### src/logic/ecwd_pkg.sv
// constants shared by the embedded-controller watchdog design files
package ecwd_pkg;

  localparam int unsigned ADDR_W           = 32;
  localparam int unsigned DATA_W           = 32;
  localparam int unsigned CNT_W            = 16;

  // register map, byte addresses in the controller's internal space
  localparam logic [31:0] WD_BASE_ADDR     = 32'h0000_0400;
  localparam logic [31:0] OFS_RELOAD_VALUE = 32'h0000_0000;
  localparam logic [31:0] OFS_CONTROL      = 32'h0000_0004;
  localparam logic [31:0] OFS_SERVICE      = 32'h0000_0008;
  localparam logic [31:0] OFS_COUNT        = 32'h0000_000C;

  // control register fields
  localparam int unsigned CTRL_ENABLE_BIT  = 0;
  localparam int unsigned CTRL_FLAG_BIT    = 1;
  localparam int unsigned CTRL_STALL_LSB   = 2;
  localparam int unsigned STALL_W          = 3;

  // values after reset
  localparam logic [15:0] RELOAD_RST       = 16'h000F;
  localparam logic [15:0] COUNT_RST        = 16'h000F;
  localparam logic [2:0]  STALL_EN_RST     = 3'h0;
  localparam logic        ENABLE_RST       = 1'b0;
  localparam logic        FLAG_RST         = 1'b0;

  // timing
  localparam int unsigned REF_CLK_HZ       = 10_000_000;
  localparam int unsigned REF_CLK_NS       = 100;
  localparam int unsigned SLOW_TICK_HZ     = 32_768;
  localparam int unsigned SLOW_TICK_CYC    = REF_CLK_HZ / SLOW_TICK_HZ;
  localparam int unsigned TICKS_PER_DEC    = 33;

endpackage : ecwd_pkg

### src/logic/ecwd_tick_div.sv
// divider that makes the one-cycle slow tick enable from the reference clock
module ecwd_tick_div #(
  parameter int unsigned DIV = ecwd_pkg::SLOW_TICK_CYC
) (
  input  wire logic ref_clk,  // reference clock
  input  wire logic rst_n,    // synchronised reset, active low
  output logic      tick_q    // one-cycle slow tick enable
);
  import ecwd_pkg::*;

  localparam int unsigned CW = (DIV > 1) ? $clog2(DIV) : 1;
  localparam logic [CW-1:0] LAST = CW'(DIV - 1);

  if (DIV < 2)
  begin : g_div_chk
    $error("ecwd_tick_div: DIV must be at least 2");
  end

  logic [CW-1:0] cnt_q;
  logic [CW-1:0] cnt_d;
  logic          tick_d;

  always_comb
  begin
    tick_d = 1'b0;
    cnt_d  = cnt_q + CW'(1);
    if (cnt_q == LAST)
    begin
      cnt_d  = '0;
      tick_d = 1'b1;
    end
  end

  always_ff @(posedge ref_clk or negedge rst_n)
  begin
    if (!rst_n)
    begin
      cnt_q  <= '0;
      tick_q <= 1'b0;
    end
    else
    begin
      cnt_q  <= cnt_d;
      tick_q <= tick_d;
    end
  end

endmodule : ecwd_tick_div

### src/logic/ecwd_watchdog.sv
// watchdog timer top: register port, slow-tick counter, underflow event
// Operation
// - counter logic advances only on slow tick
// - power-on reset restores every default
// - expiry emits one event pulse
// - event condition held until power-on reset
// - enabling starts the counter decrementing
// - clearing enable stops and gates counting
// - underflow fires event and sets flag
// - reload on load write, kick, event
// - each decrement takes 33 slow ticks
// - 16-bit reload register, default Fh, reloads
// - control bits 4..2 enable stall inputs
// - enabled active stall holds the count
// - control bit 1 flags underflow reset
// - writing one clears flag, zero ignored
// - control bit 0 enables, reset disabled
// - four registers at 400h plus 0..Ch
// - kick write reloads if enabled, reads zero
// - count register reads live counter value
module ecwd_watchdog #(
  parameter int unsigned TICK_DIV  = ecwd_pkg::SLOW_TICK_CYC,
  parameter int unsigned DEC_TICKS = ecwd_pkg::TICKS_PER_DEC
) (
  input  wire logic                        ref_clk,          // 10 MHz reference clock
  input  wire logic                        rstn,             // power-on reset, active low
  input  wire logic [ecwd_pkg::ADDR_W-1:0] reg_addr,         // register byte address
  input  wire logic [ecwd_pkg::DATA_W-1:0] reg_wdata,        // write data
  input  wire logic                        reg_wr,           // write strobe, one cycle
  input  wire logic                        reg_rd,           // read strobe, one cycle
  input  wire logic [ecwd_pkg::STALL_W-1:0] stall_inputs,    // stall requests, active high
  output logic      [ecwd_pkg::DATA_W-1:0] reg_rdata_q,      // read data
  output logic                             reg_rvalid_q,     // read data valid pulse
  output logic                             watchdog_event_q, // expiry pulse
  output logic                             event_latched_q   // expiry seen since reset
);
  import ecwd_pkg::*;

  localparam int unsigned PW = (DEC_TICKS > 1) ? $clog2(DEC_TICKS) : 1;
  localparam logic [PW-1:0] PRE_LAST = PW'(DEC_TICKS - 1);

  if (DEC_TICKS < 2)
  begin : g_dec_chk
    $error("ecwd_watchdog: DEC_TICKS must be at least 2");
  end

  if (TICK_DIV < 2)
  begin : g_div_chk
    $error("ecwd_watchdog: TICK_DIV must be at least 2");
  end

  if (DATA_W < CNT_W)
  begin : g_width_chk
    $error("ecwd_watchdog: data word narrower than the counter");
  end

  function automatic logic addr_hit(input logic [ADDR_W-1:0] a, input logic [31:0] ofs);
    addr_hit = (a == (WD_BASE_ADDR + ofs));
  endfunction : addr_hit

  // reset release through two flops; assertion stays asynchronous
  logic rst_meta_q;
  logic rst_n;

  always_ff @(posedge ref_clk or negedge rstn)
  begin
    if (!rstn)
    begin
      rst_meta_q <= 1'b0;
      rst_n      <= 1'b0;
    end
    else
    begin
      rst_meta_q <= 1'b1;
      rst_n      <= rst_meta_q;
    end
  end

  logic tick;

  // slow tick as an enable pulse keeps a single clock in the design
  ecwd_tick_div #(
    .DIV (TICK_DIV)
  ) u_tick (
    .ref_clk (ref_clk),
    .rst_n   (rst_n),
    .tick_q  (tick)
  );

  logic [CNT_W-1:0]   reload_q;
  logic [CNT_W-1:0]   reload_d;
  logic [STALL_W-1:0] stall_en_q;
  logic [STALL_W-1:0] stall_en_d;
  logic               enable_q;
  logic               enable_d;
  logic               flag_q;
  logic               flag_d;
  logic               load_pend_q;
  logic               load_pend_d;
  logic               kick_pend_q;
  logic               kick_pend_d;
  logic               run_q;
  logic               run_d;
  logic [CNT_W-1:0]   count_q;
  logic [CNT_W-1:0]   count_d;
  logic [PW-1:0]      pre_q;
  logic [PW-1:0]      pre_d;
  logic               underflow;
  logic               event_d;
  logic               latched_d;
  logic [DATA_W-1:0]  rdata_d;
  logic               rvalid_d;
  logic               stalled;
  logic               reload_now;
  logic               wr_reload;
  logic               wr_ctrl;
  logic               wr_kick;

  assign wr_reload  = reg_wr && addr_hit(reg_addr, OFS_RELOAD_VALUE);
  assign wr_ctrl    = reg_wr && addr_hit(reg_addr, OFS_CONTROL);
  assign wr_kick    = reg_wr && addr_hit(reg_addr, OFS_SERVICE);
  // a stall needs both its input and its enable bit
  assign stalled    = |(stall_inputs & stall_en_q);
  // a kick while disabled is dropped at the tick instead of lingering for a later enable
  assign reload_now = load_pend_q || (kick_pend_q && enable_q);

  // register group: bus writes land at once, the counter sees them at the next tick
  always_comb
  begin
    reload_d   = reload_q;
    stall_en_d = stall_en_q;
    enable_d   = enable_q;
    flag_d     = flag_q;
    if (wr_reload)
    begin
      reload_d = reg_wdata[CNT_W-1:0];
    end
    // reserved control bits are dropped here and read back as zero
    if (wr_ctrl)
    begin
      stall_en_d = reg_wdata[CTRL_STALL_LSB +: STALL_W];
      enable_d   = reg_wdata[CTRL_ENABLE_BIT];
      if (reg_wdata[CTRL_FLAG_BIT])
      begin
        flag_d = 1'b0;
      end
    end
    // set after clear: an underflow in the clearing cycle is not lost
    if (underflow)
    begin
      flag_d = 1'b1;
    end
  end

  always_ff @(posedge ref_clk or negedge rst_n)
  begin
    if (!rst_n)
    begin
      reload_q   <= RELOAD_RST;
      stall_en_q <= STALL_EN_RST;
      enable_q   <= ENABLE_RST;
      flag_q     <= FLAG_RST;
    end
    else
    begin
      reload_q   <= reload_d;
      stall_en_q <= stall_en_d;
      enable_q   <= enable_d;
      flag_q     <= flag_d;
    end
  end

  // hand-over group: bus requests wait here for the next slow tick
  always_comb
  begin
    load_pend_d = load_pend_q || wr_reload;
    kick_pend_d = kick_pend_q || wr_kick;
    run_d       = run_q;
    if (tick)
    begin
      // requests are consumed now; a write in this same cycle stays pending
      load_pend_d = wr_reload;
      kick_pend_d = wr_kick;
      run_d       = enable_q;
    end
  end

  always_ff @(posedge ref_clk or negedge rst_n)
  begin
    if (!rst_n)
    begin
      load_pend_q <= 1'b0;
      kick_pend_q <= 1'b0;
      run_q       <= 1'b0;
    end
    else
    begin
      load_pend_q <= load_pend_d;
      kick_pend_q <= kick_pend_d;
      run_q       <= run_d;
    end
  end

  // counter group: acts only on slow ticks, so one clock serves both rates
  always_comb
  begin
    count_d   = count_q;
    pre_d     = pre_q;
    underflow = 1'b0;
    event_d   = 1'b0;
    latched_d = event_latched_q;
    if (tick)
    begin
      if (reload_now)
      begin
        count_d = reload_q;
        pre_d   = '0;
      end
      else if (run_q && enable_q && !stalled)
      begin
        if (pre_q == PRE_LAST)
        begin
          pre_d = '0;
          // underflow reloads at once so the next interval starts without a gap
          if (count_q == '0)
          begin
            underflow = 1'b1;
            count_d   = reload_q;
          end
          else
          begin
            count_d = count_q - CNT_W'(1);
          end
        end
        else
        begin
          pre_d = pre_q + PW'(1);
        end
      end
      // disabled or stalled: prescaler and count frozen, nothing toggles
    end
    if (underflow)
    begin
      event_d   = 1'b1;
      latched_d = 1'b1;
    end
  end

  always_ff @(posedge ref_clk or negedge rst_n)
  begin
    if (!rst_n)
    begin
      count_q          <= COUNT_RST;
      pre_q            <= '0;
      watchdog_event_q <= 1'b0;
      event_latched_q  <= 1'b0;
    end
    else
    begin
      count_q          <= count_d;
      pre_q            <= pre_d;
      watchdog_event_q <= event_d;
      event_latched_q  <= latched_d;
    end
  end

  // read port: only a read strobe updates the data word, so it holds between reads
  always_comb
  begin
    rdata_d  = reg_rdata_q;
    rvalid_d = reg_rd;
    if (reg_rd)
    begin
      rdata_d = '0;
      if (addr_hit(reg_addr, OFS_RELOAD_VALUE))
      begin
        rdata_d[CNT_W-1:0] = reload_q;
      end
      else if (addr_hit(reg_addr, OFS_CONTROL))
      begin
        rdata_d[CTRL_STALL_LSB +: STALL_W] = stall_en_q;
        rdata_d[CTRL_FLAG_BIT]             = flag_q;
        rdata_d[CTRL_ENABLE_BIT]           = enable_q;
      end
      else if (addr_hit(reg_addr, OFS_COUNT))
      begin
        rdata_d[CNT_W-1:0] = count_q;
      end
      // kick, reserved bits and unmapped addresses read as zero
    end
  end

  always_ff @(posedge ref_clk or negedge rst_n)
  begin
    if (!rst_n)
    begin
      reg_rdata_q  <= '0;
      reg_rvalid_q <= 1'b0;
    end
    else
    begin
      reg_rdata_q  <= rdata_d;
      reg_rvalid_q <= rvalid_d;
    end
  end

endmodule : ecwd_watchdog

### config.mk
export PLATFORM = sky130hd
export DESIGN_NAME = ecwd_watchdog
export DESIGN_NICKNAME = d
export VERILOG_FILES = /design/src/logic/ecwd_pkg.sv /design/src/logic/ecwd_tick_div.sv /design/src/logic/ecwd_watchdog.sv
export SDC_FILE = /design/constraint.sdc
export NUM_CORES = 1
export LEC_CHECK = 0
export ABC_AREA = 0
export BUFFER_PORTS_ARGS = -buffer_cell sky130_fd_sc_hd__buf_2
export CAP_MARGIN = 40
export CORE_MARGIN = 2
export CORE_UTILIZATION = 23
export DETAILED_ROUTE_END_ITERATION = 10
export SLEW_MARGIN = 20
export SYNTH_ARGS = -nofsm -noshare
export SYNTH_HDL_FRONTEND = slang
export SYNTH_SLANG_ARGS = --single-unit
export TNS_END_PERCENT = 100
### constraint.sdc
create_clock -name ref_clk -period 5.5 [get_ports ref_clk]
set_input_delay 1.1 -clock ref_clk [delete_from_list [all_inputs] [get_ports ref_clk]]
set_output_delay 1.1 -clock ref_clk [all_outputs]
set_load 0.01 [all_outputs]
==> results.cfg, run 1 <==
[sta]
holdWs_ps = 303.6
worst_pin_slew_ps = 708.7
fin_crit_sh_pct = 51.11
finalSetupTns_ps = 0
finalHoldViolations = 0
setup_violations = 0
finalCriticalPeriod_ps = 2811
fmax_mhz = 355.7
slew_viol_final = 0
relSlewSlack_pct = 52.26
rsz0062_at_grt = no
finalClockSkew_ps = 6.304
layout_setup_ws_ps = 2689

[setup_path]
max_stage_delay_ps = 380
critPathMaxFanout = 12
crit_slowest_cell = nor4_1
startpoint_type = primary input
worstSetupEndpointType = flop
critPathBufInv = 2
path_cells = buf_2 > nor4_1 > nand4_1 > nor3_1 > nand2_1 > buf_8 > mux2_2
startpoint = reg_addr[11]
worst-setup-path-type = in -> reg
critPathTopFamily = simple AND/OR/NAND/NOR gates
arrival_ps = 3030
crit_required_ps = 5720
r2r_start = count_q[10]$_DFFE_PN0P_

[power]
vdd_drop_max_mv = 0.1137
p_per_area_nw_per_um2 = 247.8
power_uw = 1190
p_leak_uw = 0.002235

[floorplan]
initial_core_util_pct = 23.62
io_pins = 106
die_area_um2 = 18220
rows = 47
die_w_um = 135.0
die_y_um = 135.0
core_um2 = 16700

[clock_tree]
clk_latency_ps = 330
postCtsHoldBufs = 0
clockBufferDepth = 2
cts_root_buf = clkbuf_16
postCtsSetupRepairBufs = 0
numClockSinks = 77
tritoncts = done
clkTransAtPathRegs_ps = 60
cts_resized = 0
cts_buffers = 9
cts_max_level = 3

[routing]
final_antenna_net_count = 0
drt_iter0_drc = 243
vias = 3100
routed_wl_um = 9592
dr.pass1.iters = 4
viasPerCell = 4.579
drc_errors = 0
routedWlPerCell_um = 14.17

[global_route]
busiest_layer = met2
grt_pass1_vias = 3059
grt_max_degree = 40
use_met3_pct = 2.778
met2_usage_pct = 18.50
grt_overflow = 0
antenna_found_initial = 0
grt_use_total_pct = 10.61
grt_first_pass_wirelength_um = 15280
grt.met1_usage_pct = 12.88

[cells_and_area]
diodes = 0
multi_input_area_um2 = 1843
drive_gt1_share_pct = 29.76
utilization_pct = 28.76
final_common_cell = buf_2
seqCellArea_um2 = 1938
fill_cells = 1732
most-common-layout-cells = buf_2 (74), dfrtp_1 (68), nand2_1 (38)
nNetsFinal = 529
area_delta_synth_final_pct = 21.76

[outcome]
outcome = finished, final reports clean

[place]
hpwl_um = 7058
gp_congestion = 0.7594
preCtsSetupSlack_ps = 2105
port_buffers = 73

[logic_synthesis]
synth_xor_area_share_pct = 1.554
synthMuxAreaShare_pct = 10.21
yosys_warnings = 0
synth_edf_count = 0
synth_top_cell_by_area = dfrtp_1
synth_top_family_by_area = simple AND/OR/NAND/NOR gates
yosys.area_share.simple_pct = 17.63
synthAdderAreaFrac_pct = 1.903
syn_area_um2 = 3945
yosys_register_bits = 77
synth.avg_cell_area_um2 = 10.41
ys_seq_area_share_pct = 49.10
netlist_top_cells_area = dfrtp_1 (44%), mux2_2 (7.4%), dfstp_2 (5.3%), nand2_1 (3.6%), buf_4 (3.2%)
yosysTopAreaCellShare_pct = 43.77
synth_compound_area_share_pct = 13.64
synth_ff_type = dfrtp_1
syn_inst = 379
async_flop_share_pct = 100.0
ys_types = 46

[hold_path]
hold_class = reg -> async

[flow_run]
cap_violations = 0
[registers in the layout, summed over array words and instances (netlist names), 3 cells and up]
name and flops:
count_q 16, reg_rdata_q 16, reload_q 16, u_tick.cnt_q 9
pre_q 6, stall_en_q 3
[layout make-up]
| cell class | count | area share, % |
|---|---|---|
| inverters | 9 | 0.7033 |
| well taps | 220 | 5.731 |
| clock inverters | 4 | 1.016 |
| flip-flops and latches | 77 | 40.35 |
| repair buffers | 79 | 8.909 |
| multi-input cells | 276 | 38.37 |
| clock buffers | 12 | 4.923 |
[power by group]
part | leakage, uW | internal [uW] | switching (uW)
clock | 0.000141 | 351 | 222
combinational | 0.00108 | 18.5 | 30.7
sequential | 0.00102 | 568 | 0.268
total | 0.00224 | 938 | 253
[synthesized netlist by cell type (all sizes together), types with 3 or more instances]
cell type,number
nor3,11
dfstp,8
nor4,19
buf,20
a22oi,16
clkbuf,12
nand3,11
mux2,26
dfrtp,69
o2bb2ai,14
a21o,3
nand4,6
or2,3
xnor2,3
inv,9
ha,6
xor2,4
nor2b,10
a2bb2oi,4
a21oi,6
a22o,3
mux2i,11
nand2b,4
nor2,20
o21ai,21
nand2,38
[cell families after synthesis]
kind of cell             Yosys count
AND/OR/NAND/NOR                  133
flip-flops                        77
AO/OA/AOI/OAI                     76
buffers and inverters             41
multiplexers                      37
XOR/XNOR                           7
adder cells (fa/ha/maj)            6
other                              2
[worst paths after layout]
kind | slack [ps] | end | cells past startpoint
hold reg to reg | 300 | reload_q[7]$_DFFE_PN0P_ | 1
max in group asynchronous | 4560 | count_q[0]$_DFFE_PN1P_ | 2
setup reg to reg | 3200 | count_q[13]$_DFFE_PN0P_ | 5
setup / recovery | 2690 | reload_q[13]$_DFFE_PN0P_ | 7
min in group ref_clk | 350 | rst_n$_DFF_PN0_ | 0
hold / removal | 300 | reload_q[7]$_DFFE_PN0P_ | 1
[metal layers]
layer  vias up  share of wire (%)  routed length (um)
met5         -                  0                   0
li1       1504                  -                   -
met2        76                 49                4733
met4         0               0.97                  93
met1      1511                 44                4253
met3         9                5.3                 511
[per-stage QoR]
stage	cell area (um2)	cells
after floorplan	4001	394
after global placement	4478	658
after detailed placement	4503	660
after CTS	4788	676
after global routing	4803	677
final	4803	677
(Power assumes the default switching activity.)
==> inputs of run 2 (changes only) <==
==> constraint.sdc (replaced) <==
create_clock -name ref_clk -period 2.8 [get_ports ref_clk]
set_input_delay 0.56 -clock ref_clk [delete_from_list [all_inputs] [get_ports ref_clk]]
set_output_delay 0.56 -clock ref_clk [all_outputs]
set_load 0.01 [all_outputs]
==> run 2 against run 1 <==
Effect of this change: hold slack got worse by 33 ps; wire length rose by 2.1%; sequential power up 97%; first-iteration DRC count increased by 0.41%; combinational power grew 100%; clock power increased by 140%; cell area is 2.6% higher; highest routed layer unchanged.
==> results.cfg, run 2 (same netlist as run 1, synthesis figures left out) <==
[outcome]
outcome = finished, final reports clean

[sta]
holdWs_ps = 270.3
rsz0062_at_grt = no
worst_pin_slew_ps = 691.0
slew_viol_final = 0
relSlewSlack_pct = 53.45
layout_setup_ws_ps = 497.5
setup_violations = 0
fin_crit_sh_pct = 82.23
fmax_mhz = 434.3
finalSetupTns_ps = 0
finalCriticalPeriod_ps = 2303
finalHoldViolations = 0
finalClockSkew_ps = 9.408

[global_route]
grt_first_pass_wirelength_um = 15900
grt_pass1_vias = 3052
use_met3_pct = 2.928
grt.met1_usage_pct = 13.90
grt_overflow = 0
antenna_found_initial = 0
met2_usage_pct = 18.56
grt_use_total_pct = 10.97
busiest_layer = met2
grt_max_degree = 43

[hold_path]
hold_class = reg -> async

[power]
vdd_drop_max_mv = 0.2449
seqPwrFrac_pct = 43.5
switchingPower_uw = 534.6
p_int_uw = 2031
p_leak_uw = 0.002293
switching_share_pct = 20.84
p_per_area_nw_per_um2 = 520.5
pwr-share-comb_pct = 3.9
p_clk_share_pct = 52.5

[routing]
routed_wl_um = 9793
final_antenna_net_count = 0
viasPerCell = 4.607
dr.pass1.iters = 4
drt_iter0_drc = 244
routedWlPerCell_um = 14.32
vias = 3151
drc_errors = 0

[floorplan]
core_um2 = 16700
die_y_um = 135.0
rows = 47
die_area_um2 = 18220
io_pins = 106
die_w_um = 135.0
initial_core_util_pct = 23.62

[clock_tree]
clkTransAtPathRegs_ps = 70
postCtsSetupRepairBufs = 0
clockBufferDepth = 2
tritoncts = done
cts_root_buf = clkbuf_16
clk_latency_ps = 330
cts_buffers = 9
cts_max_level = 3
numClockSinks = 77

[setup_path]
startpoint_type = flop
arrival_ps = 2510
crit_required_ps = 3010
worstSetupEndpointType = flop
worst-setup-path-type = reg -> reg
critPathMaxFanout = 21

[cells_and_area]
final_common_cell = buf_2
most-common-layout-cells = buf_2 (73), dfrtp_1 (68), nand2_1 (38)
diodes = 0
area_delta_synth_final_pct = 24.93
reg_top3 = count_q (16), reg_rdata_q (16), reload_q (16)
nNetsFinal = 536
drive_gt1_share_pct = 31.25
fill_cells = 1723

[place]
port_buffers = 73
hpwl_um = 7076
preCtsSetupSlack_ps = 413.3
gp_congestion = 0.7724

[flow_run]
cap_violations = 0
run 2: power by group through the flow:
stage               registers, uW  logic, uW  clock network, uW
global placement             1150       86.7                  0
detailed placement           1150       88.1                  0
global route                 1120        114               1430
finish                       1120        100               1350
floorplan                    1150       41.0                  0
CTS                          1130       90.1               1370
run 2: layout make-up:
type                            instances  area [um2]  area share [%]
Tap cell                              220       275.3           5.585
Inverter                                9       33.78          0.6855
Multi-Input combinational cell        276        1843           37.40
Clock inverter                          7       122.6           2.488
Clock buffer                            9       225.2           4.570
Timing Repair Buffer                   86       490.5           9.952
Sequential cell                        77        1938           39.32
run 2: stage by stage:
stage	cell area (um2)	instances	power, uW	utilization [%]
finish	4928	684	2566	29.51
global route	4928	684	2662	29.51
floorplan	4001	394	1193	-
global placement	4551	666	1232	27.25
CTS	4908	683	2589	29.39
detailed placement	4551	666	1234	27.25
run 2: critical path, stage by stage, from the launching register on:
cell and delay [ps]:
dfrtp_1 410, or4_1 680, nand4b_4 270, and2_4 290, a21o_1 190, a221o_1 340
run 2: final timing paths:
path / startpoint / end / slack, ps / depth (start not counted)
min in group ref_clk: rst_meta_q$_DFF_PN0_ / rst_n$_DFF_PN0_ / 350 / 0
max: count_q[10]$_DFFE_PN0P_ / count_q[13]$_DFFE_PN0P_ / 500 / 5
min: rst_n$_DFF_PN0_ / reload_q[14]$_DFFE_PN0P_ / 270 / 1
max in group asynchronous: rstn / rst_n$_DFF_PN0_ / 2130 / 2
min reg2reg: rst_n$_DFF_PN0_ / reload_q[14]$_DFFE_PN0P_ / 270 / 1
max reg2reg: count_q[10]$_DFFE_PN0P_ / count_q[13]$_DFFE_PN0P_ / 500 / 5
run 2: per-layer routing:
metal / up-vias / wire length, um / share of wire (%)
met3: 6 / 557 / 5.7
li1: 1518 / - / -
met2: 84 / 4810 / 49
met5: - / 0 / 0
met1: 1543 / 4323 / 44
met4: 0 / 101 / 1.0
run 2: what timing repair did:
item                                    CTS  global route
endpoints found under the setup margin    0             0
hold endpoints to repair                  2             0
gates resized for setup                   0             0
hold buffers                              1             0
==> inputs of run 3 (changes only) <==
--- a/config.mk
+++ b/config.mk
@@ -5,7 +5,7 @@
 export SDC_FILE = /design/constraint.sdc
 export NUM_CORES = 1
 export LEC_CHECK = 0
-export ABC_AREA = 0
+export ABC_AREA = 1
 export BUFFER_PORTS_ARGS = -buffer_cell sky130_fd_sc_hd__buf_2
 export CAP_MARGIN = 40
 export CORE_MARGIN = 2
==> constraint.sdc (replaced) <==
create_clock -name ref_clk -period 2.2 [get_ports ref_clk]
set_input_delay 0.44 -clock ref_clk [delete_from_list [all_inputs] [get_ports ref_clk]]
set_output_delay 0.44 -clock ref_clk [all_outputs]
set_load 0.01 [all_outputs]
==> run 3 against run 2 <==
Effect of this change: via count rose by 17%; clock skew fell by 4.6 ps; register-to-register slack got worse by 150 ps; utilization fell by 1.2 points; sequential power rose by 27%; synthesized cell count rose by 56%; worst setup slack got worse by 150 ps; cell area rose by 8.1%; sequential share of layout area fell by 3.0 points; critical path depth rose by 3; cell count rose by 36%; global-route usage barely moved; largest cell class is now multi-input combinational cells; largest power group unchanged.
==> results.cfg, run 3 <==
[logic_synthesis]
synth.avg_cell_area_um2 = 7.524
async_flop_share_pct = 100.0
syn_inst = 591
synth_common_cells = nand2_1 (172), inv_1 (80), dfrtp_1 (69)
synth_top_cell_by_area = dfrtp_1
yosys_warnings = 0
ys_seq_area_share_pct = 43.56
synth_edf_count = 0
ys_types = 35
syn_area_um2 = 4447
yosysTopAreaCellShare_pct = 38.83
netlist_top_cells_area = dfrtp_1 (39%), nand2_1 (15%), nand3_1 (7.3%), inv_1 (6.8%), dfstp_2 (4.7%)
synth.most_common_cell = nand2_1
synth_ff_type = dfrtp_1
yosys_register_bits = 77

[cells_and_area]
final_common_cell = nand2_1
most-common-layout-cells = nand2_1 (172), inv_1 (80), buf_2 (73)
area_delta_synth_final_pct = 19.86
final_cell_area_um2 = 5330
nNetsFinal = 741
reg_top3 = count_q (16), reg_rdata_q (16), reload_q (16)
fill_cells = 2078
seqCellArea_um2 = 1938
drive_gt1_share_pct = 21.08
multi_input_area_um2 = 2017
diodes = 0

[global_route]
grt_pass1_vias = 3554
grt_overflow = 0
grt_max_degree = 76
antenna_found_initial = 0
grt_use_total_pct = 10.93
grt_first_pass_wirelength_um = 17470

[setup_path]
worstSetupEndpointType = flop
startpoint_type = flop
max_stage_delay_ps = 550
critPathMaxFanout = 17
crit_slowest_cell = dfstp_2
cpMostUsedCell = nand3_1
crit_required_ps = 2430
worst-setup-path-type = reg -> reg
arrival_ps = 2080
path_cells = inv_1 > ha_1 > nand3_1 > nor2_4 > a21oi_4 > nand3_1 > nand3_1 > nand2_1

[clock_tree]
postCtsSetupRepairBufs = 0
clockBufferDepth = 2
tritoncts = done
clkTransAtPathRegs_ps = 60
cts_resized = 0
postCtsHoldBufs = 1
cts_max_level = 3
cts_root_buf = clkbuf_16
clk_latency_ps = 340
numClockSinks = 77
cts_buffers = 9

[place]
preCtsSetupSlack_ps = 296.1
port_buffers = 73
gp_congestion = 0.8101
place_area_um2 = 5011
hpwl_um = 7762

[routing]
drt_iter0_drc = 195
final_antenna_net_count = 0
dr_wl_met3_um = 573
dr.pass1.iters = 4
top_layer = met4
drc_errors = 0
m1WireLength_um = 5060
viasPerCell = 3.983
routedWlPerCell_um = 11.34
route.met2.wl_um = 4738
routed_wl_um = 10530
vias = 3700

[floorplan]
core_um2 = 18830
die_area_um2 = 20460
die_w_um = 143.0
initial_core_util_pct = 23.61
rows = 50
io_pins = 106
die_y_um = 143.0

[sta]
holdWs_ps = 297.4
setup_violations = 0
fmax_mhz = 539.0
worst_pin_slew_ps = 550.4
finalCriticalPeriod_ps = 1855
finalSetupTns_ps = 0
relSlewSlack_pct = 63.27
rsz0062_at_grt = no
slew_viol_final = 0
layout_setup_ws_ps = 344.6
finalHoldViolations = 0
finalClockSkew_ps = 4.819
fin_crit_sh_pct = 84.34

[hold_path]
hold_class = reg -> async

[power]
p_per_area_nw_per_um2 = 587.7
vdd_drop_max_mv = 0.2547
power_uw = 3133
p_leak_uw = 0.002809

[outcome]
outcome = finished, final reports clean

[flow_run]
cap_violations = 0
[run 3: cell count changes in the layout (fill, tap and decap cells not counted), sizes merged, moves of 26 or more]
| cell | change |
|---|---|
| nor2 | +42 |
| mux2 | -26 |
| o21ai | +26 |
| inv | +72 |
| nand3 | +56 |
| nand2 | +140 |
[run 3: path summary, 6_finish.rpt]
check                      cells after the start                   start  slack [ps]                         end
min in group ref_clk                           3            reg_wdata[8]         330     reload_q[8]$_DFFE_PN0P_
max                                            8  count_q[0]$_DFFE_PN1P_         340     count_q[10]$_DFFE_PN0P_
min                                            1         rst_n$_DFF_PN0_         300  reg_rdata_q[8]$_DFFE_PN0P_
max in group asynchronous                      1         rst_n$_DFF_PN0_        1550     reload_q[1]$_DFFE_PN1P_
min reg2reg                                    1         rst_n$_DFF_PN0_         300  reg_rdata_q[8]$_DFFE_PN0P_
max reg2reg                                    8  count_q[0]$_DFFE_PN1P_         340     count_q[10]$_DFFE_PN0P_
[run 3: area by class of cell]
type,instances,share of cell area (%)
Multi-Input combinational cell,414,37.84
Inverter,82,5.775
Tap cell,260,6.103
Timing Repair Buffer,80,8.122
Sequential cell,77,36.36
Clock buffer,12,4.437
Clock inverter,4,1.362
[run 3: metal layers]
layer	global-route usage (%)	up-vias
met3	2.850	9
met5	0	-
li1	-	1963
met2	16.90	75
met4	4.377	0
met1	14.53	1653
[run 3: cells by family after synthesis]
family / synth area share (%)
AO/OA/AOI/OAI: 8.385
adder cells (fa/ha/maj): 1.688
XOR/XNOR: 1.379
flip-flops: 43.56
other: 0.1689
AND/OR/NAND/NOR: 32.47
buffers and inverters: 12.35
[run 3: critical path, delay by kind of cell (launching register included)]
| kind | cells | cell delay (ps) |
|---|---|---|
| AO/OA/AOI/OAI | 1 | 390 |
| adder cells (fa/ha/maj) | 1 | 210 |
| buffers and inverters | 1 | 80 |
| flip-flops | 1 | 550 |
| AND/OR/NAND/NOR | 5 | 500 |
[run 3: stage by stage]
stage	utilization (%)	instances
after floorplan	-	606
after global placement	26.61	912
after detailed placement	26.61	912
after CTS	28.31	929
after global routing	28.31	929
final	28.31	929
[run 3: power by group]
| group | switching, uW | internal (uW) |
|---|---|---|
| registers | 1.30 | 1420 |
| logic | 84.3 | 48.6 |
| clock network | 585 | 993 |
